===== src/hw/otgc_pkg.sv =====
// Shared constants for the OTG function control register and its link-side controller.
// Assumes one 125 MHz clock feeds both ends and software reaches the controller over APB.
package otgc_pkg;

  // ==========================================================================
  // Register port addresses
  localparam logic [5:0] OTGC_ADDR_WRITE = 6'h0a;
  localparam logic [5:0] OTGC_ADDR_SET   = 6'h0b;
  localparam logic [5:0] OTGC_ADDR_CLEAR = 6'h0c;

  // ==========================================================================
  // Field positions and reset value of otg_function_control
  localparam int OTGC_BIT_EXT_VALID_SEL = 7;
  localparam int OTGC_BIT_EXT_SUPPLY    = 6;
  localparam int OTGC_BIT_DRIVE         = 5;
  localparam int OTGC_BIT_CHARGE        = 4;
  localparam int OTGC_BIT_DISCHARGE     = 3;
  localparam int OTGC_BIT_MINUS_PD      = 2;
  localparam int OTGC_BIT_PLUS_PD       = 1;
  localparam int OTGC_BIT_ID_SAMPLER    = 0;
  localparam logic [7:0] OTGC_RESET     = 8'h06;
  localparam logic [7:0] OTGC_ZERO      = 8'h00;

  // ==========================================================================
  // Access kinds decoded from a port address
  typedef enum logic [1:0] {OTGC_ACC_NONE, OTGC_ACC_WRITE, OTGC_ACC_SET, OTGC_ACC_CLEAR} otgc_acc_t;

  function automatic otgc_acc_t otgc_decode(input logic [5:0] addr);
    case (addr)
      OTGC_ADDR_WRITE: otgc_decode = OTGC_ACC_WRITE;
      OTGC_ADDR_SET:   otgc_decode = OTGC_ACC_SET;
      OTGC_ADDR_CLEAR: otgc_decode = OTGC_ACC_CLEAR;
      default:         otgc_decode = OTGC_ACC_NONE;
    endcase
  endfunction

  // ==========================================================================
  // Controller APB map and command fields
  localparam logic [7:0] OTGC_APB_CMD    = 8'h00;
  localparam logic [7:0] OTGC_APB_STATUS = 8'h04;
  localparam logic [7:0] OTGC_APB_AUTO   = 8'h08;
  localparam int OTGC_CMD_ADDR_LSB = 8;
  localparam int OTGC_CMD_WE_BIT   = 16;
  localparam int OTGC_ST_RDATA_LSB = 8;

  // ==========================================================================
  // Timing
  localparam int OTGC_CLOCK_MHZ = 125;
  localparam int OTGC_SE0_MS    = 2;
  localparam int OTGC_SE0_CYCLES = OTGC_SE0_MS * 1000 * OTGC_CLOCK_MHZ;

endpackage


===== src/hw/otgc_if.sv =====
// Register port joining the link controller to the OTG function control register.
// Assumes both ends share one clock; the bench supplies it outside the interface.
`timescale 1ns/1ns
interface otgc_if;
  logic       req;      // Link request, held until ack
  logic       we;       // 1 write, 0 read
  logic [5:0] addr;
  logic [7:0] wdata;
  logic       ack;      // One-cycle answer
  logic [7:0] rdata;
  logic       session_end_indication; // Session end level, stands in for the RXCMD report

  // ==========================================================================
  // Device end
  modport device (input req, we, addr, wdata, output ack, rdata, session_end_indication);
  // ==========================================================================
  // Link end
  modport link (output req, we, addr, wdata, input ack, rdata, session_end_indication);
endinterface


===== src/hw/otgc_link.sv =====
// Link-side controller: takes register commands over APB and runs them on the register port.
// Assumes the device answers each held request with a one-cycle ack; se0 pin is asynchronous.
//
// Implementation choice: the APB register port.
`timescale 1ns/1ns
module otgc_link #(
  parameter int SE0_CYCLES = otgc_pkg::OTGC_SE0_CYCLES
) (
  // Clock and reset
  input  wire logic        i_clock,
  input  wire logic        i_rst,
  // APB slave
  input  wire logic        i_psel,
  input  wire logic        i_penable,
  input  wire logic        i_pwrite,
  input  wire logic [7:0]  i_paddr,
  input  wire logic [31:0] i_pwdata,
  output logic             o_pready,
  output logic             o_pslverr,
  output logic [31:0]      o_prdata,
  // Line state
  input  wire logic        i_line_se0,
  // Register port towards the device
  otgc_if.link             bus
);

  typedef enum {OTGC_IDLE, OTGC_BUSY} otgc_link_st_t;

  // ==========================================================================
  // State
  typedef struct packed {
    otgc_link_st_t fsm;
    logic          we;
    logic [5:0]    addr;
    logic [7:0]    wdata;
    logic [7:0]    rdata;
    logic          refused;
    logic          auto_en;
    logic          armed;     // Discharge running under auto end
    logic          send_prev;
    logic          end_pending;
    logic [1:0]    sync_se0;
    logic [31:0]   se0_count;
    logic [31:0]   prdata;
  } otgc_link_state_t;

  otgc_link_state_t state;
  otgc_link_state_t next_state;
  logic             apb_wr;
  logic             apb_rd;
  logic             se0_ok;
  logic             cmd_charge;
  logic             cmd_discharge;
  otgc_pkg::otgc_acc_t cmd_acc;

  // ==========================================================================
  // Next state
  always_comb
  begin
    next_state    = state;
    apb_wr        = i_psel & i_penable & i_pwrite;
    apb_rd        = i_psel & i_penable & ~i_pwrite;
    cmd_acc       = otgc_pkg::otgc_decode(i_pwdata[otgc_pkg::OTGC_CMD_ADDR_LSB +: 6]);
    se0_ok        = state.se0_count >= SE0_CYCLES;
    cmd_charge    = i_pwdata[otgc_pkg::OTGC_CMD_WE_BIT] & i_pwdata[otgc_pkg::OTGC_BIT_CHARGE]
                  & ((cmd_acc == otgc_pkg::OTGC_ACC_WRITE) | (cmd_acc == otgc_pkg::OTGC_ACC_SET));
    cmd_discharge = i_pwdata[otgc_pkg::OTGC_CMD_WE_BIT] & i_pwdata[otgc_pkg::OTGC_BIT_DISCHARGE]
                  & ((cmd_acc == otgc_pkg::OTGC_ACC_WRITE) | (cmd_acc == otgc_pkg::OTGC_ACC_SET));
    next_state.sync_se0  = {state.sync_se0[0], i_line_se0};
    next_state.send_prev = bus.session_end_indication;
    if (!state.sync_se0[1])
    begin
      next_state.se0_count = '0;
    end
    else if (!se0_ok)
    begin
      next_state.se0_count = state.se0_count + 32'h1;
    end
    // remember a session end rise while discharge runs
    if (state.armed && bus.session_end_indication && !state.send_prev)
    begin
      next_state.end_pending = 1'b1;
    end
    case (state.fsm)
      OTGC_IDLE:
      begin
        if (apb_wr && i_paddr == otgc_pkg::OTGC_APB_CMD)
        begin
          // refuse charge unless discharged and SE0 long enough
          if (cmd_charge && !(se0_ok && bus.session_end_indication))
          begin
            next_state.refused = 1'b1;
          end
          else
          begin
            next_state.refused = 1'b0;
            next_state.fsm     = OTGC_BUSY;
            next_state.we      = i_pwdata[otgc_pkg::OTGC_CMD_WE_BIT];
            next_state.addr    = i_pwdata[otgc_pkg::OTGC_CMD_ADDR_LSB +: 6];
            next_state.wdata   = i_pwdata[7:0];
            // drive bit passed as given, never forced
            if (cmd_discharge)
            begin
              next_state.armed = state.auto_en;
            end
          end
        end
        else if (state.end_pending)
        begin
          // clear discharge bit via clear address
          next_state.end_pending = 1'b0;
          next_state.armed       = 1'b0;
          next_state.fsm         = OTGC_BUSY;
          next_state.we          = 1'b1;
          next_state.addr        = otgc_pkg::OTGC_ADDR_CLEAR;
          next_state.wdata       = 8'h01 << otgc_pkg::OTGC_BIT_DISCHARGE;
        end
      end
      OTGC_BUSY:
      begin
        if (apb_wr && i_paddr == otgc_pkg::OTGC_APB_CMD)
        begin
          next_state.refused = 1'b1; // Busy: command dropped
        end
        if (bus.ack)
        begin
          next_state.fsm = OTGC_IDLE;
          if (!state.we)
          begin
            next_state.rdata = bus.rdata;
          end
        end
      end
      default: next_state.fsm = OTGC_IDLE;
    endcase
    if (apb_wr && i_paddr == otgc_pkg::OTGC_APB_AUTO)
    begin
      next_state.auto_en = i_pwdata[0];
    end
    // Read data registered in the setup cycle, so it stands through the access phase
    next_state.prdata = '0;
    if (i_psel && !i_pwrite && i_paddr == otgc_pkg::OTGC_APB_STATUS)
    begin
      next_state.prdata = {16'h0, next_state.rdata, 3'h0, state.armed, se0_ok,
                           bus.session_end_indication, next_state.refused, next_state.fsm == OTGC_BUSY};
    end
    else if (i_psel && !i_pwrite && i_paddr == otgc_pkg::OTGC_APB_AUTO)
    begin
      next_state.prdata = {31'h0, state.auto_en};
    end
    if (apb_rd)
    begin
      next_state.prdata = state.prdata; // Hold during access
    end
  end

  // ==========================================================================
  // Register
  always_ff @(posedge i_clock or posedge i_rst)
  begin
    if (i_rst)
    begin
      state     <= '0;
      state.fsm <= OTGC_IDLE;
    end
    else
    begin
      state <= next_state;
    end
  end

  // ==========================================================================
  // Outputs
  assign o_pready  = 1'b1;
  assign o_pslverr = 1'b0;
  assign o_prdata  = state.prdata;
  // requests carry the command's port address unchecked, mapped or not
  assign bus.req   = state.fsm == OTGC_BUSY;
  assign bus.we    = state.we;
  assign bus.addr  = state.addr;
  assign bus.wdata = state.wdata;

endmodule // otgc_link


===== src/flat_wrapper.sv =====
// flat-port wrapper written by rule: the top's interface ports become plain ports
module otgc_link_flat 
#(
  parameter int SE0_CYCLES = otgc_pkg::OTGC_SE0_CYCLES
)
  (i_clock, i_rst, i_psel, i_penable, i_pwrite, i_paddr, i_pwdata, o_pready, o_pslverr, o_prdata, i_line_se0, bus_req, bus_we, bus_addr, bus_wdata, bus_ack, bus_rdata, bus_session_end_indication);
  otgc_if bus_i ();
  input  wire logic i_clock;
  input  wire logic i_rst;
  input  wire logic i_psel;
  input  wire logic i_penable;
  input  wire logic i_pwrite;
  input  wire logic [7:0] i_paddr;
  input  wire logic [31:0] i_pwdata;
  output logic o_pready;
  output logic o_pslverr;
  output logic [31:0] o_prdata;
  input  wire logic i_line_se0;
  output wire logic [$bits(bus_i.req)-1:0] bus_req;
  output wire logic [$bits(bus_i.we)-1:0] bus_we;
  output wire logic [$bits(bus_i.addr)-1:0] bus_addr;
  output wire logic [$bits(bus_i.wdata)-1:0] bus_wdata;
  input wire logic [$bits(bus_i.ack)-1:0] bus_ack;
  input wire logic [$bits(bus_i.rdata)-1:0] bus_rdata;
  input wire logic [$bits(bus_i.session_end_indication)-1:0] bus_session_end_indication;
  assign bus_req = bus_i.req;
  assign bus_we = bus_i.we;
  assign bus_addr = bus_i.addr;
  assign bus_wdata = bus_i.wdata;
  assign bus_i.ack = bus_ack;
  assign bus_i.rdata = bus_rdata;
  assign bus_i.session_end_indication = bus_session_end_indication;
  otgc_link #(.SE0_CYCLES(SE0_CYCLES)) u_core (.i_clock(i_clock), .i_rst(i_rst), .i_psel(i_psel), .i_penable(i_penable), .i_pwrite(i_pwrite), .i_paddr(i_paddr), .i_pwdata(i_pwdata), .o_pready(o_pready), .o_pslverr(o_pslverr), .o_prdata(o_prdata), .i_line_se0(i_line_se0), .bus(bus_i));
endmodule

===== config.mk =====
export PLATFORM = sky130hd
export DESIGN_NAME = otgc_link_flat
export DESIGN_NICKNAME = d
export VERILOG_FILES = /design/src/hw/otgc_pkg.sv /design/src/hw/otgc_if.sv /design/src/hw/otgc_link.sv /design/src/flat_wrapper.sv
export SDC_FILE = /design/constraint.sdc
export NUM_CORES = 1
export LEC_CHECK = 0
export BUFFER_PORTS_ARGS = -buffer_cell sky130_fd_sc_hd__buf_2
export CAP_MARGIN = 10
export CORE_AREA = 2 2 95 97
export DETAILED_ROUTE_END_ITERATION = 8
export DIE_AREA = 0 0 97 99
export PLACE_DENSITY_LB_ADDON = 0.15
export SETUP_SLACK_MARGIN = 0.05
export SYNTH_ARGS = -nofsm -noshare
export SYNTH_HDL_FRONTEND = slang
export SYNTH_SLANG_ARGS = --single-unit

===== constraint.sdc =====
create_clock -name i_clock -period 6.6 [get_ports i_clock]
set_input_delay 0.99 -clock i_clock [delete_from_list [all_inputs] [get_ports i_clock]]
set_output_delay 0.99 -clock i_clock [all_outputs]
set_load 0.03 [all_outputs]

==> summary.txt <==
Route
  • Vias per cell: 4.94
  • Iteration-0 DRC Markers: ~110
  • Routed length per placed instance: 12.9 µm
  • Pre-Repair DR Iteration Count: 4
  • Routed Antenna Nets: 0
  • DRC: 0
  • Total Wirelength: about 7.7 mm
  • DR vias: 2,932

Setup path
  • R2r setup slk: roughly 4 ns
  • Cells on worst reg2reg path: 5
  • Critical path required time: roughly 5.6 ns
  • FF-to-FF End: u_core.bus.addr[1]
  • Critical path endpoint: bus_req
  • Worst Setup End Kind: output pin
  • CP startpoint: u_core.state[117]
  • CP Launch Type: flip-flop
  • Arr. time, crit path: roughly 1.9 ns
  • Reg2reg start: u_core.state[63]
  • Critical path type: flip-flop to output pin
  • Worst-path fanout max: 5

Run
  • Max-cap violations: 0

Synth
  • Seq/Total Area, Yosys: 57.7%
  • Compound-cell area share of the yosys netlist: 10.5%
  • Post-synth EDFFs: 0
  • Post-synthesis adder-cell area fraction: less than 1%
  • Synthesized area: roughly 4600 µm²
  • Top FF cell, synth: dfrtp_1
  • Ys async rst share: 100%
  • Mux share of post-synthesis cell area: approximately 2.8%
  • Post-Synth XOR/XNOR Area: roughly 1.5%
  • Simple-Gate Fraction of Synth Area: between 10% and 20%
  • Synth cell types: 55
  • Largest family of logic cells by synthesized area: simple AND/OR/NAND/NOR gates
  • Ys Warns: 0
  • #FFs+latches synth: between 100 and 150
  • Gate count of the mapped netlist: between 400 and 500
  • Syn avg cell area: 11.3 µm²

Clocking
  • Post-CTS resize count: 0
  • CTS tree: done
  • Number of CTS-inserted buffers: 9
  • Clk buf depth: 2
  • Setup bufs post-CTS: 0
  • Clock Sinks: 107
  • Htree depth: 3
  • Clk root buf: clkbuf_8
  • Hold-fix buffers, CTS: 0
  • Clock Latency Late Sink: roughly 0.37 ns
  • CTS clock-pin slew for the worst setup and hold paths: ~0.10 ns

Worst hold path
  • Hold crit path type: flip-flop to flip-flop

Placement
  • Placer Congestion: around 0.85
  • Placed Area: about 4900 µm²
  • Hpwl dp: 5.26 mm
  • # port buffers: 67

Power and ir drop
  • Overall power: 0.00112 W
  • Leakage power: about 2.5 nW
  • VDD IR max: about 0.15 mV
  • PwrDens: between 200 and 250 nW/µm²

Timing
  • Worst slew margin: between 40 and 50%
  • Min Tclk post-route: roughly 2.9 ns
  • Tcrit/Tclk final: between 40 and 50%
  • # setup viols final: 0
  • Slew @ Worst Pin: just over 0.8 ns
  • Unrepaired setup endpoints after global routing: false
  • Final Hold Viols: 0
  • Peak Freq: approximately 340 MHz
  • Layout Skew: between 0.007 and 0.008 ns
  • Final TNS setup: 0 ns
  • Final Max Tran Viols: 0

Die
  • Die Y: 99 µm
  • Core area: between 8000 and 9000 µm²
  • Die ar.: 9600 µm²
  • Die width: slightly below 100 µm
  • Starting density of the core: between 50% and 60%
  • Site Rows: 34
  • I/O pin count: about 110

GRT
  • Grt total ovfl: 0
  • Total track usage: between 10% and 20%
  • Initial antenna violation count: 0
  • Pin count of the biggest net entering global routing: 71
  • Vias in the first global route: ~2,700
  • First-pass GRT wire length: ~13 mm

Final layout
  • Design area: just over 5000 µm²
  • Footprint of the multi-input gates: about 1600 µm²
  • FF+latch area: ~2700 µm²
  • Area Growth Syn to Fin: 9.87%
  • Number of antenna diodes: 0
  • Fillcell total: between 700 and 800
  • Fin nets: ~540
  • Layout cells sized above 1: approximately 20%

Run status
  • Status: completed
## synth_stat cells (2+ instances only)
cell / n / area share [%]
dfrtp_1: 107 / 58
buf_4: 49 / 7.9
inv_1: 27 / 2.2
nand2_1: 24 / 1.9
nor2_1: 18 / 1.5
and2_1: 15 / 2.0
nor4_1: 15 / 2.0
o31ai_1: 13 / 2.1
mux2i_1: 12 / 2.6
a21oi_1: 11 / 1.2
o211ai_1: 11 / 1.8
o21ai_1: 9 / 0.97
xnor2_1: 8 / 1.5
clkbuf_1: 7 / 0.57
nand3_1: 7 / 0.75
o21ai_0: 6 / 0.65
nor3_1: 5 / 0.54
and4_1: 4 / 0.75
buf_2: 4 / 0.43
nand4_1: 4 / 0.54
o21a_1: 4 / 0.65
or3_1: 3 / 0.40
or4_1: 3 / 0.49
a22o_1: 2 / 0.38
a31oi_1: 2 / 0.27
and3_1: 2 / 0.27
conb_1: 2 / 0.16
ha_1: 2 / 0.54
nand2b_1: 2 / 0.27
nand3b_1: 2 / 0.32
nand4b_1: 2 / 0.38
nor3b_1: 2 / 0.32
nor4_2: 2 / 0.54
nor4b_1: 2 / 0.38
o221a_2: 2 / 0.49
o22a_1: 2 / 0.38
## stage by stage
step	cells	util, %	worst slack, ns	hold slack, ns
CTS	594	59.6	3.67	0.360
detailed placement	578	57.3	3.32	0.335
finish	594	59.6	3.69	0.358
global placement	578	57.3	3.41	0.334
floorplan	461	-	2.79	0.331
global route	594	59.6	3.52	0.371
## how the worst min path moves through the flow
stage | cells after the start | slack, ns | from | to
3_3_place_gp | 0 | 0.33 | u_core.next_state[65] | u_core.state[65]
3_5_place_dp | 0 | 0.33 | u_core.next_state[65] | u_core.state[65]
5_1_grt | 0 | 0.37 | u_core.next_state[65] | u_core.state[65]
4_1_cts | 0 | 0.36 | u_core.next_state[65] | u_core.state[65]
6_report | 0 | 0.36 | u_core.next_state[65] | u_core.state[65]
2_1_floorplan | 0 | 0.33 | u_core.next_state[65] | u_core.state[65]
## sequential cells by signal, indices dropped and copies added (netlist names)
register           count
u_core.o_prdata       13
u_core.next_state      1
u_core.state          78
u_core.bus.we          1
u_core.bus.addr        6
u_core.bus.wdata       8
## area by class of cell
class                   instances  area share [%]
flip-flops and latches        107            52.5
multi-input cells             266            31.9
repair buffers                 70            7.02
well taps                     108            2.65
clock buffers                   9            2.43
inverters                      27            2.04
clock inverters                 7            1.50
## per-layer routing
| layer | global-route usage, % | part of all wire, % | wire length, µm | up-vias |
|---|---|---|---|---|
| met5 | 0 | 0 | 0 | - |
| met4 | 6.50 | 1.3 | 103 | 0 |
| met3 | 4.18 | 4.9 | 375 | 9 |
| met2 | 23.4 | 44 | 3340 | 66 |
| met1 | 24.4 | 50 | 3850 | 1382 |
| li1 | - | - | - | 1475 |
## power by group
group / switching (W) / internal (W)
combinational: 0.0000424 / 0.0000136
clock: 0.000241 / 0.000152
sequential: 0.00000618 / 0.000667
## kinds of logic (layout without fill, tap and decap cells)
group	after synthesis	after routing
buffers and inverters	88	113
flip-flops	107	107
adder cells (fa/ha/maj)	2	2
AO/OA/AOI/OAI	71	71
multiplexers	13	13
XOR/XNOR	8	8
AND/OR/NAND/NOR	120	120
other	2	52
## layout by cell type (no fill, tap or decap), types with 3 or more instances in the layout
| cell type | synthesis | routed |
|---|---|---|
| nand2_1 | 24 | 24 |
| xnor2_1 | 8 | 8 |
| nor4_1 | 15 | 15 |
| mux2i_1 | 12 | 12 |
| inv_1 | 27 | 26 |
| nand3_1 | 7 | 7 |
| o21a_1 | 4 | 4 |
| conb_1 | 2 | 52 |
| o31ai_1 | 13 | 13 |
| clkbuf_8 | 0 | 9 |
| or3_1 | 3 | 3 |
| buf_4 | 49 | 3 |
| o21ai_1 | 9 | 9 |
| nor2_1 | 18 | 18 |
| o211ai_1 | 11 | 11 |
| inv_8 | 0 | 3 |
| and4_1 | 4 | 4 |
| or4_1 | 3 | 3 |
| dfrtp_1 | 107 | 107 |
| nand4_1 | 4 | 4 |
| a21oi_1 | 11 | 11 |
| nor3_1 | 5 | 5 |
| and2_1 | 15 | 15 |
| o21ai_0 | 6 | 6 |
| buf_2 | 4 | 67 |
## worst max-delay path, cell delays in order (launching register included)
cell	delay, ns
dfrtp_1	0.39
nor4_1	0.36
nand4_2	0.30
nor3_1	0.26
buf_2	0.24
(Power assumes the default switching activity.)
